--- config.mk ---
export PLATFORM = sky130hd
export DESIGN_NAME = bmb_boot_loader
export DESIGN_NICKNAME = d
export VERILOG_FILES = /design/src/rtl/bmb_pkg.sv /design/src/rtl/bmb_word_if.sv /design/src/rtl/bmb_dma_chan.sv /design/src/rtl/bmb_boot_loader.sv
export SDC_FILE = /design/constraint.sdc
export NUM_CORES = 1
export LEC_CHECK = 0
export BUFFER_PORTS_ARGS = -buffer_cell sky130_fd_sc_hd__buf_2
export CAP_MARGIN = 40
export CELL_PAD_IN_SITES_DETAIL_PLACEMENT = 1
export CELL_PAD_IN_SITES_GLOBAL_PLACEMENT = 2
export CORE_MARGIN = 2
export CORE_UTILIZATION = 33
export DETAILED_ROUTE_END_ITERATION = 7
export PLACE_DENSITY = 0.9
export SETUP_SLACK_MARGIN = 0.1
export SYNTH_ARGS = -nofsm -noshare
export SYNTH_HDL_FRONTEND = slang
export SYNTH_SLANG_ARGS = --single-unit
--- constraint.sdc ---
create_clock -name SYS_CLK -period 2.5 [get_ports SYS_CLK]
set_input_delay 0.125 -clock SYS_CLK [delete_from_list [all_inputs] [get_ports SYS_CLK]]
set_output_delay 0.125 -clock SYS_CLK [all_outputs]
set_load 0.05 [all_outputs]
--- src/rtl/bmb_pkg.sv ---
package bmb_pkg;

  // clock and timing
  localparam int CLK_PERIOD_NS    = 4;
  localparam int PROM_ACCESS_NS   = 20;
  localparam int PROM_ACC_RAW     = (PROM_ACCESS_NS + CLK_PERIOD_NS - 1) / CLK_PERIOD_NS;
  localparam int PROM_ACC_CYC     = (PROM_ACC_RAW < 1) ? 1 : PROM_ACC_RAW;
  localparam int SAMPLE_DLY_DEF   = 16;

  // widths and counts
  localparam int KERNEL_WORDS     = 256;
  localparam int WORD_W           = 32;
  localparam int BYTE_W           = 8;
  localparam int BYTES_PER_WORD   = 4;
  localparam int KADDR_W          = 8;
  localparam int KCNT_W           = 9;
  localparam int EADDR_W          = 10;
  localparam int DLY_W            = 16;
  localparam int ACC_W            = 4;
  localparam int IDX_W            = 2;

  // derived terminal values at the width of the counters they meet
  localparam logic [ACC_W-1:0]   ACC_LAST   = ACC_W'(PROM_ACC_CYC - 1);
  localparam logic [IDX_W-1:0]   IDX_LAST   = IDX_W'(BYTES_PER_WORD - 1);
  localparam logic [KCNT_W-1:0]  KCNT_LAST  = KCNT_W'(KERNEL_WORDS - 1);
  localparam logic [KCNT_W-1:0]  KCNT_DONE  = KCNT_W'(KERNEL_WORDS);

  // reset values
  localparam logic [2:0]         SYNC_RST   = 3'h0;
  localparam logic [WORD_W-1:0]  WORD_RST   = 32'h0000_0000;
  localparam logic [EADDR_W-1:0] EADDR_RST  = 10'h000;
  localparam logic [KADDR_W-1:0] KADDR_RST  = 8'h00;
  localparam logic [KCNT_W-1:0]  KCNT_RST   = 9'h000;
  localparam logic [DLY_W-1:0]   DLY_RST    = 16'h0000;
  localparam logic [ACC_W-1:0]   ACC_RST    = 4'h0;
  localparam logic [IDX_W-1:0]   IDX_RST    = 2'h0;

  typedef enum logic [1:0] {MODE_NONE, MODE_PROM, MODE_HOST, MODE_LINK} bmb_mode_e;

  typedef enum logic [2:0] {
    ST_SAMPLE, ST_PROM_RD, ST_PROM_PUSH, ST_IDLE, ST_HOST, ST_LINK, ST_RUN
  } bmb_state_e;

endpackage

--- src/rtl/bmb_word_if.sv ---
`timescale 1ns/1ps
interface bmb_word_if;
  import bmb_pkg::*;

  logic              valid;  // boot word offered
  logic              ready;  // dma channel takes it
  logic              last;   // the word now offered completes the kernel
  logic [WORD_W-1:0] data;   // boot word

  modport src (output valid, output data, input ready, input last);
  modport dst (input valid, input data, output ready, output last);
endinterface

--- src/rtl/bmb_dma_chan.sv ---
`timescale 1ns/1ps
module bmb_dma_chan
  import bmb_pkg::*;
(
  input  wire logic               clk,        // system clock
  input  wire logic               rst_n,      // async reset, active low
  bmb_word_if.dst                 w,          // boot words in
  output logic                    mem_we,     // internal memory write strobe
  output logic [KADDR_W-1:0]      mem_addr,   // kernel word address
  output logic [WORD_W-1:0]       mem_wdata   // kernel word
);
  import bmb_pkg::*;

  logic [KCNT_W-1:0]  cnt_q;
  logic [KCNT_W-1:0]  cnt_d;
  logic               we_q;
  logic               we_d;
  logic [KADDR_W-1:0] addr_q;
  logic [KADDR_W-1:0] addr_d;
  logic [WORD_W-1:0]  data_q;
  logic [WORD_W-1:0]  data_d;
  logic               take;

  // channel closes itself after the kernel; later words stall at the source
  assign w.ready = (cnt_q != KCNT_DONE);
  assign w.last  = (cnt_q == KCNT_LAST);
  assign take    = w.valid && w.ready;

  // one 32-bit word per accepted transfer, addresses in arrival order
  always_comb
  begin
    cnt_d  = cnt_q;
    addr_d = addr_q;
    data_d = data_q;
    we_d   = 1'b0;
    if (take)
    begin
      we_d   = 1'b1;
      addr_d = cnt_q[KADDR_W-1:0];
      data_d = w.data;
      cnt_d  = cnt_q + 1'b1;
    end
  end

  always_ff @(posedge clk or negedge rst_n)
  begin
    if (!rst_n)
    begin
      cnt_q  <= KCNT_RST;
      we_q   <= 1'b0;
      addr_q <= KADDR_RST;
      data_q <= WORD_RST;
    end
    else
    begin
      cnt_q  <= cnt_d;
      we_q   <= we_d;
      addr_q <= addr_d;
      data_q <= data_d;
    end
  end

  assign mem_we    = we_q;
  assign mem_addr  = addr_q;
  assign mem_wdata = data_q;
endmodule

--- src/rtl/bmb_boot_loader.sv ---
`timescale 1ns/1ps
module bmb_boot_loader
  import bmb_pkg::*;
#(
  parameter int SAMPLE_DLY = SAMPLE_DLY_DEF  // cycles after release before mode is taken
)
(
  input  wire logic                     SYS_CLK,      // 250 MHz system clock
  input  wire logic                     RSTN,         // async reset, active low
  input  wire logic                     BOOT_SEL_PIN, // boot select pin level
  output logic                          BOOT_SEL_CS_N, // chip select drive, active low
  output logic                          BOOT_SEL_OE,  // high while pin is driven
  output logic [EADDR_W-1:0]            EMEM_ADDR,    // byte address to boot memory
  input  wire logic [BYTE_W-1:0]        EMEM_DATA,    // byte from boot memory
  input  wire logic                     HOST_WR,      // host write to boot dma port
  input  wire logic [WORD_W-1:0]        HOST_WDATA,   // host boot word
  output logic                          HOST_ACK,     // host write taken
  input  wire logic                     LINK_VALID,   // link word offered
  input  wire logic [WORD_W-1:0]        LINK_DATA,    // link boot word
  output logic                          LINK_READY,   // link word taken
  output logic                          MEM_WE,       // kernel memory write
  output logic [KADDR_W-1:0]            MEM_ADDR,     // kernel word address
  output logic [WORD_W-1:0]             MEM_WDATA,    // kernel word
  output bmb_pkg::bmb_mode_e            BOOT_MODE,    // selected boot mode
  output logic                          EXEC_START,   // one-cycle start of kernel
  output logic                          EXEC_RUN      // kernel running
);
  import bmb_pkg::*;

  localparam logic [DLY_W-1:0] DLY_LAST = DLY_W'(SAMPLE_DLY - 1);

  bmb_word_if w_if ();

  bmb_state_e          state_q;
  bmb_state_e          state_d;
  bmb_mode_e           mode_q;
  bmb_mode_e           mode_d;
  logic [2:0]          sync_q;
  logic [2:0]          sync_d;
  logic [DLY_W-1:0]    dly_q;
  logic [DLY_W-1:0]    dly_d;
  logic [ACC_W-1:0]    acc_q;
  logic [ACC_W-1:0]    acc_d;
  logic [IDX_W-1:0]    idx_q;
  logic [IDX_W-1:0]    idx_d;
  logic [EADDR_W-1:0]  eaddr_q;
  logic [EADDR_W-1:0]  eaddr_d;
  logic [WORD_W-1:0]   word_q;
  logic [WORD_W-1:0]   word_d;
  logic                cs_n_q;
  logic                cs_n_d;
  logic                oe_q;
  logic                oe_d;
  logic                start_q;
  logic                start_d;
  logic                run_q;
  logic                run_d;
  logic                sel_agree;
  logic                take;

  // three-stage pin synchroniser; first stage feeds only the second
  assign sync_d    = {sync_q[1:0], BOOT_SEL_PIN};
  assign sel_agree = (sync_q[1] == sync_q[2]);

  // source mux: prom packer, or first of host/link, then locked
  always_comb
  begin
    w_if.valid = 1'b0;
    w_if.data  = word_q;
    HOST_ACK   = 1'b0;
    LINK_READY = 1'b0;
    case (state_q)
      ST_PROM_PUSH:
      begin
        w_if.valid = 1'b1;
      end
      ST_IDLE:
      begin
        // host wins a tie, link is then locked out for the rest of the boot
        w_if.valid = HOST_WR || LINK_VALID;
        w_if.data  = HOST_WR ? HOST_WDATA : LINK_DATA;
        HOST_ACK   = HOST_WR && w_if.ready;
        LINK_READY = !HOST_WR && w_if.ready;
      end
      ST_HOST:
      begin
        w_if.valid = HOST_WR;
        w_if.data  = HOST_WDATA;
        HOST_ACK   = w_if.ready;
      end
      ST_LINK:
      begin
        w_if.valid = LINK_VALID;
        w_if.data  = LINK_DATA;
        LINK_READY = w_if.ready;
      end
      default:
      begin
        w_if.valid = 1'b0;
      end
    endcase
  end

  assign take = w_if.valid && w_if.ready;

  // boot sequencer next state
  always_comb
  begin
    state_d = state_q;
    mode_d  = mode_q;
    dly_d   = dly_q;
    acc_d   = acc_q;
    idx_d   = idx_q;
    eaddr_d = eaddr_q;
    word_d  = word_q;
    case (state_q)
      ST_SAMPLE:
      begin
        // pin stays an input; a level is taken only when stages agree
        if (dly_q != DLY_LAST)
          dly_d = dly_q + 1'b1;
        else if (sel_agree)
        begin
          if (!sync_q[2])
          begin
            state_d = ST_PROM_RD;
            mode_d  = MODE_PROM;
          end
          else
            state_d = ST_IDLE;
        end
      end
      ST_PROM_RD:
      begin
        // fixed access time per byte, little-endian packing
        if (acc_q != ACC_LAST)
          acc_d = acc_q + 1'b1;
        else
        begin
          acc_d                       = ACC_RST;
          word_d[idx_q*BYTE_W +: BYTE_W] = EMEM_DATA;
          eaddr_d                     = eaddr_q + 1'b1;
          idx_d                       = idx_q + 1'b1;
          if (idx_q == IDX_LAST)
            state_d = ST_PROM_PUSH;
        end
      end
      ST_PROM_PUSH:
      begin
        if (take)
          state_d = w_if.last ? ST_RUN : ST_PROM_RD;
      end
      ST_IDLE:
      begin
        if (take)
        begin
          mode_d = HOST_WR ? MODE_HOST : MODE_LINK;
          if (w_if.last)
            state_d = ST_RUN;
          else
            state_d = HOST_WR ? ST_HOST : ST_LINK;
        end
      end
      ST_HOST, ST_LINK:
      begin
        if (take && w_if.last)
          state_d = ST_RUN;
      end
      ST_RUN:
      begin
        state_d = ST_RUN;
      end
      default:
      begin
        state_d = ST_SAMPLE;
      end
    endcase
  end

  // chip select and execution flags follow the next state, pin enable follows the next mode
  always_comb
  begin
    cs_n_d  = (state_d != ST_PROM_RD);
    oe_d    = (mode_d == MODE_PROM);
    run_d   = (state_d == ST_RUN);
    start_d = (state_d == ST_RUN) && (state_q != ST_RUN);
  end

  always_ff @(posedge SYS_CLK or negedge RSTN)
  begin
    if (!RSTN)
    begin
      state_q <= ST_SAMPLE;
      mode_q  <= MODE_NONE;
      sync_q  <= SYNC_RST;
      dly_q   <= DLY_RST;
      acc_q   <= ACC_RST;
      idx_q   <= IDX_RST;
      eaddr_q <= EADDR_RST;
      word_q  <= WORD_RST;
      cs_n_q  <= 1'b1;
      oe_q    <= 1'b0;
      start_q <= 1'b0;
      run_q   <= 1'b0;
    end
    else
    begin
      state_q <= state_d;
      mode_q  <= mode_d;
      sync_q  <= sync_d;
      dly_q   <= dly_d;
      acc_q   <= acc_d;
      idx_q   <= idx_d;
      eaddr_q <= eaddr_d;
      word_q  <= word_d;
      cs_n_q  <= cs_n_d;
      oe_q    <= oe_d;
      start_q <= start_d;
      run_q   <= run_d;
    end
  end

  bmb_dma_chan u_dma (
    .clk       (SYS_CLK),
    .rst_n     (RSTN),
    .w         (w_if),
    .mem_we    (MEM_WE),
    .mem_addr  (MEM_ADDR),
    .mem_wdata (MEM_WDATA)
  );

  assign BOOT_SEL_CS_N = cs_n_q;
  assign BOOT_SEL_OE = oe_q;
  assign EMEM_ADDR   = eaddr_q;
  assign BOOT_MODE   = mode_q;
  assign EXEC_START  = start_q;
  assign EXEC_RUN    = run_q;
endmodule

* Word level (Yosys, flattened, before mapping) *
Index checks and enable logic that the tools add are counted.

word-level totals
  output and inout bits = 59
  input bits = 77
  bits in registers = 126
  logic and storage cells = 78

operators by class
  bitwise logic cells = 1
  reductions and logical operators = 11
  $add $sub $neg = 6
  shifts and indexed selects = 2
  eq/ne operators = 16
  mux-type cells = 26

operators by type and width
  operator                 number
  $pmux 32 s3              1
  $neg 5->34               1
  $shift 8x34->32 const A  1
  $shiftx 8x34->32         1
  $bwmux 32                1
  $mux 32                  1
  $mux 3                   8
  $pmux 3 s6               1
  $add 16x1->16 const B    1
  $ne 16x4->1 const B      1
  $eq 3x3->1 const B       4
  $mux 2                   6
  $add 10x1->10 const B    1
  $add 9x1->9 const B      1
  $eq 9x8->1 const B       1
  $ne 9x9->1 const B       1
  $eq 3x2->1 const B       2
  $logic_and 1x1->1        5
  $add 4x1->4 const B      1
  $mux 4                   1
  $ne 4x3->1 const B       1
  $pmux 1 s2               2
  $pmux 1 s4               1
  $pmux 2 s2               1
  14 further kinds         17

* Logic depth before layout (Yosys ltp) *
  word-level depth = 8
  mapped depth = 10
  mapped depth without buffers = 10

* Hierarchy *
Synthesis repeated with hierarchy kept, for this count alone.

second synthesis, totals
  cells, all modules = 543
  area total of the unflattened synthesis = 6135.9 µm²

modules (own cells, without submodules)
  module           area an instance (µm²)  seq. area each (µm²)  instances  cells an instance
  bmb_boot_loader  3991.3                  1903.1                1          415
  bmb_dma_chan     2144.6                  1251.2                1          128

* Worst setup path before layout *
OpenSTA, ideal clock, no wires.

  kind = reg-to-reg
  start = reg state_q[2]
  end = reg start_q (netlist: EXEC_START)
  arrival time = 1.938 ns
  data required time = 2.404 ns
  path slack = 0.466 ns
  setup time = 0.096 ns
  buffers on the path = 0
  clock period less this slack = 2.034 ns
  stages on the path, launching flop included = 10
  cell sequence = dfrtp_1 inv_1 ha_1 inv_1 a31oi_4 nand3_2 inv_2 a21oi_1 or3_4 nor4_2

between the ends
  word-level cells in the longest chain between the ends = 8
  elaborated cells on any way between the ends = 22
  those cells by class = eq/ne (8); mux (9); reduce/logical (5)

RTL lines
  element                                   RTL line                                       source
  start, declared                           bmb_boot_loader.sv:34                          bmb_state_e state_q;
  start signal, assigned                    bmb_boot_loader.sv:208                         state_q <= state_d;
  $eq 3x3->1 or $eq 3x2->1 (tied branches)  bmb_boot_loader.sv:72, bmb_boot_loader.sv:116
  $pmux 1 s4                                bmb_boot_loader.sv:72                          case (state_q)
  $logic_and 1x1->1                         bmb_boot_loader.sv:104                         assign take = w_if.valid && w_if.ready;
  $logic_and 1x1->1                         bmb_boot_loader.sv:166                         if (take && w_if.last)
  $mux 3                                    bmb_boot_loader.sv:166
  $pmux 3 s6                                bmb_boot_loader.sv:116                         case (state_q)
  $eq 3x3->1                                bmb_boot_loader.sv:186                         start_d = (state_d == ST_RUN) && (state_q != ST_RUN);
  $logic_and 1x1->1 (*)                     bmb_boot_loader.sv:186
  via start_d                               bmb_boot_loader.sv:55                          logic start_d;
  end signal, assigned                      bmb_boot_loader.sv:218                         start_q <= start_d;
  end, declared                             bmb_boot_loader.sv:54                          logic start_q;

Mark *: on every way through the listed nets, which the timed path passes. The rest lies on a longest branch.
A chain may end at the register's enable or synchronous reset.

* Final worst setup path *
  start = reg dly_q[0]
  end = reg start_q (netlist: EXEC_START)

between the ends
  word-level cells in the longest chain between the ends = 5

RTL lines
  element                 RTL line                source
  start, declared         bmb_boot_loader.sv:40   logic [DLY_W-1:0] dly_q;
  start signal, assigned  bmb_boot_loader.sv:211  dly_q <= dly_d;
  $ne 16x4->1             bmb_boot_loader.sv:120  if (dly_q != DLY_LAST)
  $mux 3                  bmb_boot_loader.sv:120
  $pmux 3 s6              bmb_boot_loader.sv:116
  $eq 3x3->1              bmb_boot_loader.sv:186
  $logic_and 1x1->1       bmb_boot_loader.sv:186
  via start_d             bmb_boot_loader.sv:55

The timed path passes the listed nets, and every way through them passes these cells.

==> run_results.csv <==
group,metric,value,unit
run_status,outcome,"complete, no violations",
critical_path,end_kind,"flop",
critical_path,reg2reg_from,"dly_q[0]",
floorplan,io_pins,136,
critical_path,worstPathArrival,2.46,ns
logic_synthesis,netlist_area,5933,um^2
timing,grt_setup_unrepaired,"no",
floorplan,die_w,138.1,um
critical_path,crit_slowest_cell,"dfrtp_1",
timing,maxSlewViolCount,0,
logic_synthesis,synth_fa_ha_area_share,3.585,%
floorplan,die_h,138.1,um
logic_synthesis,yosys-top-cells-area,"dfrtp_1 53%, nand2_1 8.8%, o21ai_0 8.6%",
floorplan,core_area,17780,um^2
clock_network,cts_max_path_buffers,2,
critical_path,max_stage_delay,0.40,ns
critical_path,rrSetupSlack,0.37,ns
grt,gr-max-usage-layer,"met2",
logic_synthesis,synthArstFlopShare,100.0,%
detailed_routing,drc,0,
clock_network,cts_inserted_buffers,17,
detailed_routing,dr.first_iter.drc_count,264,
timing,maxSlewHeadroom,60.94,%
logic_synthesis,yosysSeqAreaShare,53.16,%
logic_synthesis,ys.flop_type,"dfrtp_1",
placement,post-dp-hpwl,12.31,mm
grt,grt_pass1_vias,5498,
clock_network,htreeDepth,4,
timing,fin_hold_ws,0.02300,ns
cells_and_area,nFillCells,2060,
detailed_routing,dr.pass1.iters,4,
critical_path,crit_start,"dly_q[0]",
cells_and_area,final_common_cell,"nand2_1",
placement,port_buffers,135,
pwr,switchingPower,4.079,mW
grt,grt.overflow.total,0,
timing,hold_viol,0,
critical_path,setup.worst_path.class,"reg2reg",
logic_synthesis,ys_warn_count,0,
logic_synthesis,synth_cell_types,49,
logic_synthesis,netlist_instances,611,
logic_synthesis,synthSimpleGateAreaFrac,17.92,%
grt,met3_usage,4.330,%
clock_network,numClockSinks,126,
critical_path,required,2.82,ns
timing,fin_worst_skew,0.008201,ns
floorplan,start_util,33.37,%
logic_synthesis,synth-seq-cells,126,
cells_and_area,drive_gt1_share,25.39,%
timing,worst_pin_slew,0.5806,ns
pwr,power_leakage,3.686,nW
critical_path,r2r_end,"EXEC_START",
cells_and_area,area_growth,28.15,%
worst_hold_path,worstHoldEndpoint,"word_q[11]",
logic_synthesis,syn-mean-instance-area,9.711,um^2
clock_network,root_buffer,"clkbuf_16",
detailed_routing,drt-total-wl,17.18,mm
critical_path,crit_chain,"ha_1 -> and4bb_2 -> nand4_1 -> nor4_1 -> buf_4 -> a22o_1 -> or3_4 -> nor4_2",
logic_synthesis,synth_nets,705,
flow_run,cap_violations,0,
floorplan,rows,49,
critical_path,start_kind,"flop",
grt,globalRouteMet1Util,23.81,%
timing,clock.fmax,469.0,MHz
pwr,p_sw_share,43.03,%
cells_and_area,layout_common_cells,"139 x nand2_1, 134 x buf_2, 125 x dfrtp_1, 102 x o21ai_0, 32 x a221o_1",
grt,grt_pass1_wl,28.49,mm
logic_synthesis,synthMuxAreaShare,0.5483,%
logic_synthesis,synth-xor-area-share,4.871,%
critical_path,critPathMaxFanout,5,
logic_synthesis,synth_top_area_share,52.72,%
logic_synthesis,synth-edff-count,0,
cells_and_area,antenna_cells,0,
cells_and_area,fin_nets,853,
pwr,power.total,9.479,mW
timing,fin_crit,2.132,ns
timing,finalSetupViolCount,0,
worst_hold_path,hold_path_class,"in2reg",
clock_network,clkTransAtPathRegs,0.06,ns
floorplan,fp.dieArea,19070,um^2
grt,gr-usage-met2,31.19,%
logic_synthesis,synth_top_area_cell,"dfrtp_1",
worst_hold_path,worstHoldStart,"EMEM_DATA[3]",
pwr,seq_power_share,32.5,%
cells_and_area,utilization,42.77,%
clock_network,clk_latency,0.42,ns
grt,track_usage,18.63,%
clock_network,post_cts_buffers,0,
clock_network,cts_tree,"done",
logic_synthesis,synth_compound_area_share,16.87,%
worst_hold_path,whs_path_depth,3,
pwr,p_per_area,1247,nW/um^2
detailed_routing,vias,5120,
critical_path,rr_worst_depth,8,
grt,grt_antenna_before_repair,0,
placement,globalplace.congestion,0.9211,
pwr,clockPowerShare,26.5,%
pwr,p_int,5.400,mW
detailed_routing,vias_per_cell,5.115,
grt,grt_max_degree,73,
detailed_routing,ant_nets,0,
detailed_routing,wl_per_cell,17.16,um
timing,tns,0,ns
logic_synthesis,synth_top_family_by_area,"simple AND/OR/NAND/NOR gates",
timing,post-route-period-util,85.28,%
pwr,vdd_drop_max,0.5584,mV
pwr,pwr-share-comb,41.1,%
## power by group through the flow
stage / logic [mW] / clock network [mW] / registers [mW]
floorplan: 1.64 / 0 / 4.16
global placement: 3.74 / 0 / 3.09
detailed placement: 3.89 / 0 / 3.12
CTS: 3.92 / 2.57 / 3.09
global route: 4.26 / 2.66 / 3.17
finish: 3.89 / 2.51 / 3.08
## stage by stage
stage | worst slack, ns | instance area (um^2) | instances
after global placement | 0.4635 | 6929 | 962
final | 0.3680 | 7604 | 1001
after CTS | 0.2519 | 7600 | 1001
after global routing | 0.1962 | 7604 | 1001
after detailed placement | 0.3758 | 6929 | 962
after floorplan | 0.4660 | 5933 | 611
## cell usage after synthesis (2+ instances only)
master / count
nor3_1: 6
nand3_1: 11
o21ai_0: 102
inv_1: 13
o21ai_1: 8
and2_1: 4
clkbuf_1: 20
nor2_1: 21
nor3b_1: 2
nor2b_1: 2
buf_4: 2
o21a_1: 2
a21oi_1: 6
nor4_1: 8
mux2_2: 2
dfrtp_1: 125
a221o_1: 32
a22o_1: 2
buf_2: 6
and4_1: 3
xnor2_1: 24
ha_1: 17
and3_1: 5
xor2_1: 9
inv_2: 2
nand4_1: 12
nand2_1: 139
nand2b_1: 5
## worst max-delay path, delay by kind of cell, from the launching register on
kind / cells / cell delay, ns
flops: 1 / 0.40
buf+inv: 1 / 0.16
fa+ha+maj: 1 / 0.27
compound gates: 1 / 0.22
simple gates: 5 / 0.99
## state kept, by name, indices dropped and copies added (netlist names), 2 cells and up
signal,cells
state_q,3
word_q,32
acc_q,4
idx_q,2
dly_q,16
u_dma.mem_wdata,32
u_dma.mem_addr,8
sync_q,3
BOOT_MODE,2
u_dma.cnt_q,9
EMEM_ADDR,10
## worst max-delay path by stage
| stage | endpoint | slack [ns] | cells after the start |
|---|---|---|---|
| after floorplan | EXEC_START | 0.47 | 9 |
| after global placement | EXEC_START | 0.46 | 8 |
| after detailed placement | u_dma.cnt_q[5] | 0.38 | 7 |
| after CTS | u_dma.cnt_q[5] | 0.25 | 7 |
| after global routing | EXEC_RUN | 0.20 | 9 |
| final | EXEC_START | 0.37 | 8 |
## layout make-up
type / instances / area [um^2] / share of cell area [%]
clock buffer: 21 / 460.4 / 6.056
clock inverter: 11 / 140.1 / 1.843
inverter: 15 / 56.30 / 0.7405
multi-input combinational: 441 / 2609 / 34.31
sequential: 126 / 3154 / 41.48
tap: 229 / 286.5 / 3.768
timing repair buffer: 158 / 897.1 / 11.80
## what timing repair did
action	in CTS	in global routing
hold endpoints to repair	50	0
resized for setup	0	1
hold buffers	7	0
setup endpoints to repair	0	2
## layer usage
layer / part of all wire [%] / up-vias / wire, um
met5: 0 / - / 0
met4: 1.8 / 0 / 312
met3: 5.0 / 21 / 858
met2: 49 / 121 / 8445
met1: 44 / 2531 / 7561
li1: - / 2447 / -
## cell families after synthesis
group                      Yosys count
and+or+nand+nor                    229
buffers and inverters               44
DFF                                126
adders and majority gates           17
AOI/OAI and AO/OA                  159
xor gates and xnor gates            33
muxes                                3
No activity file was read; power rests on OpenSTA's default activity.
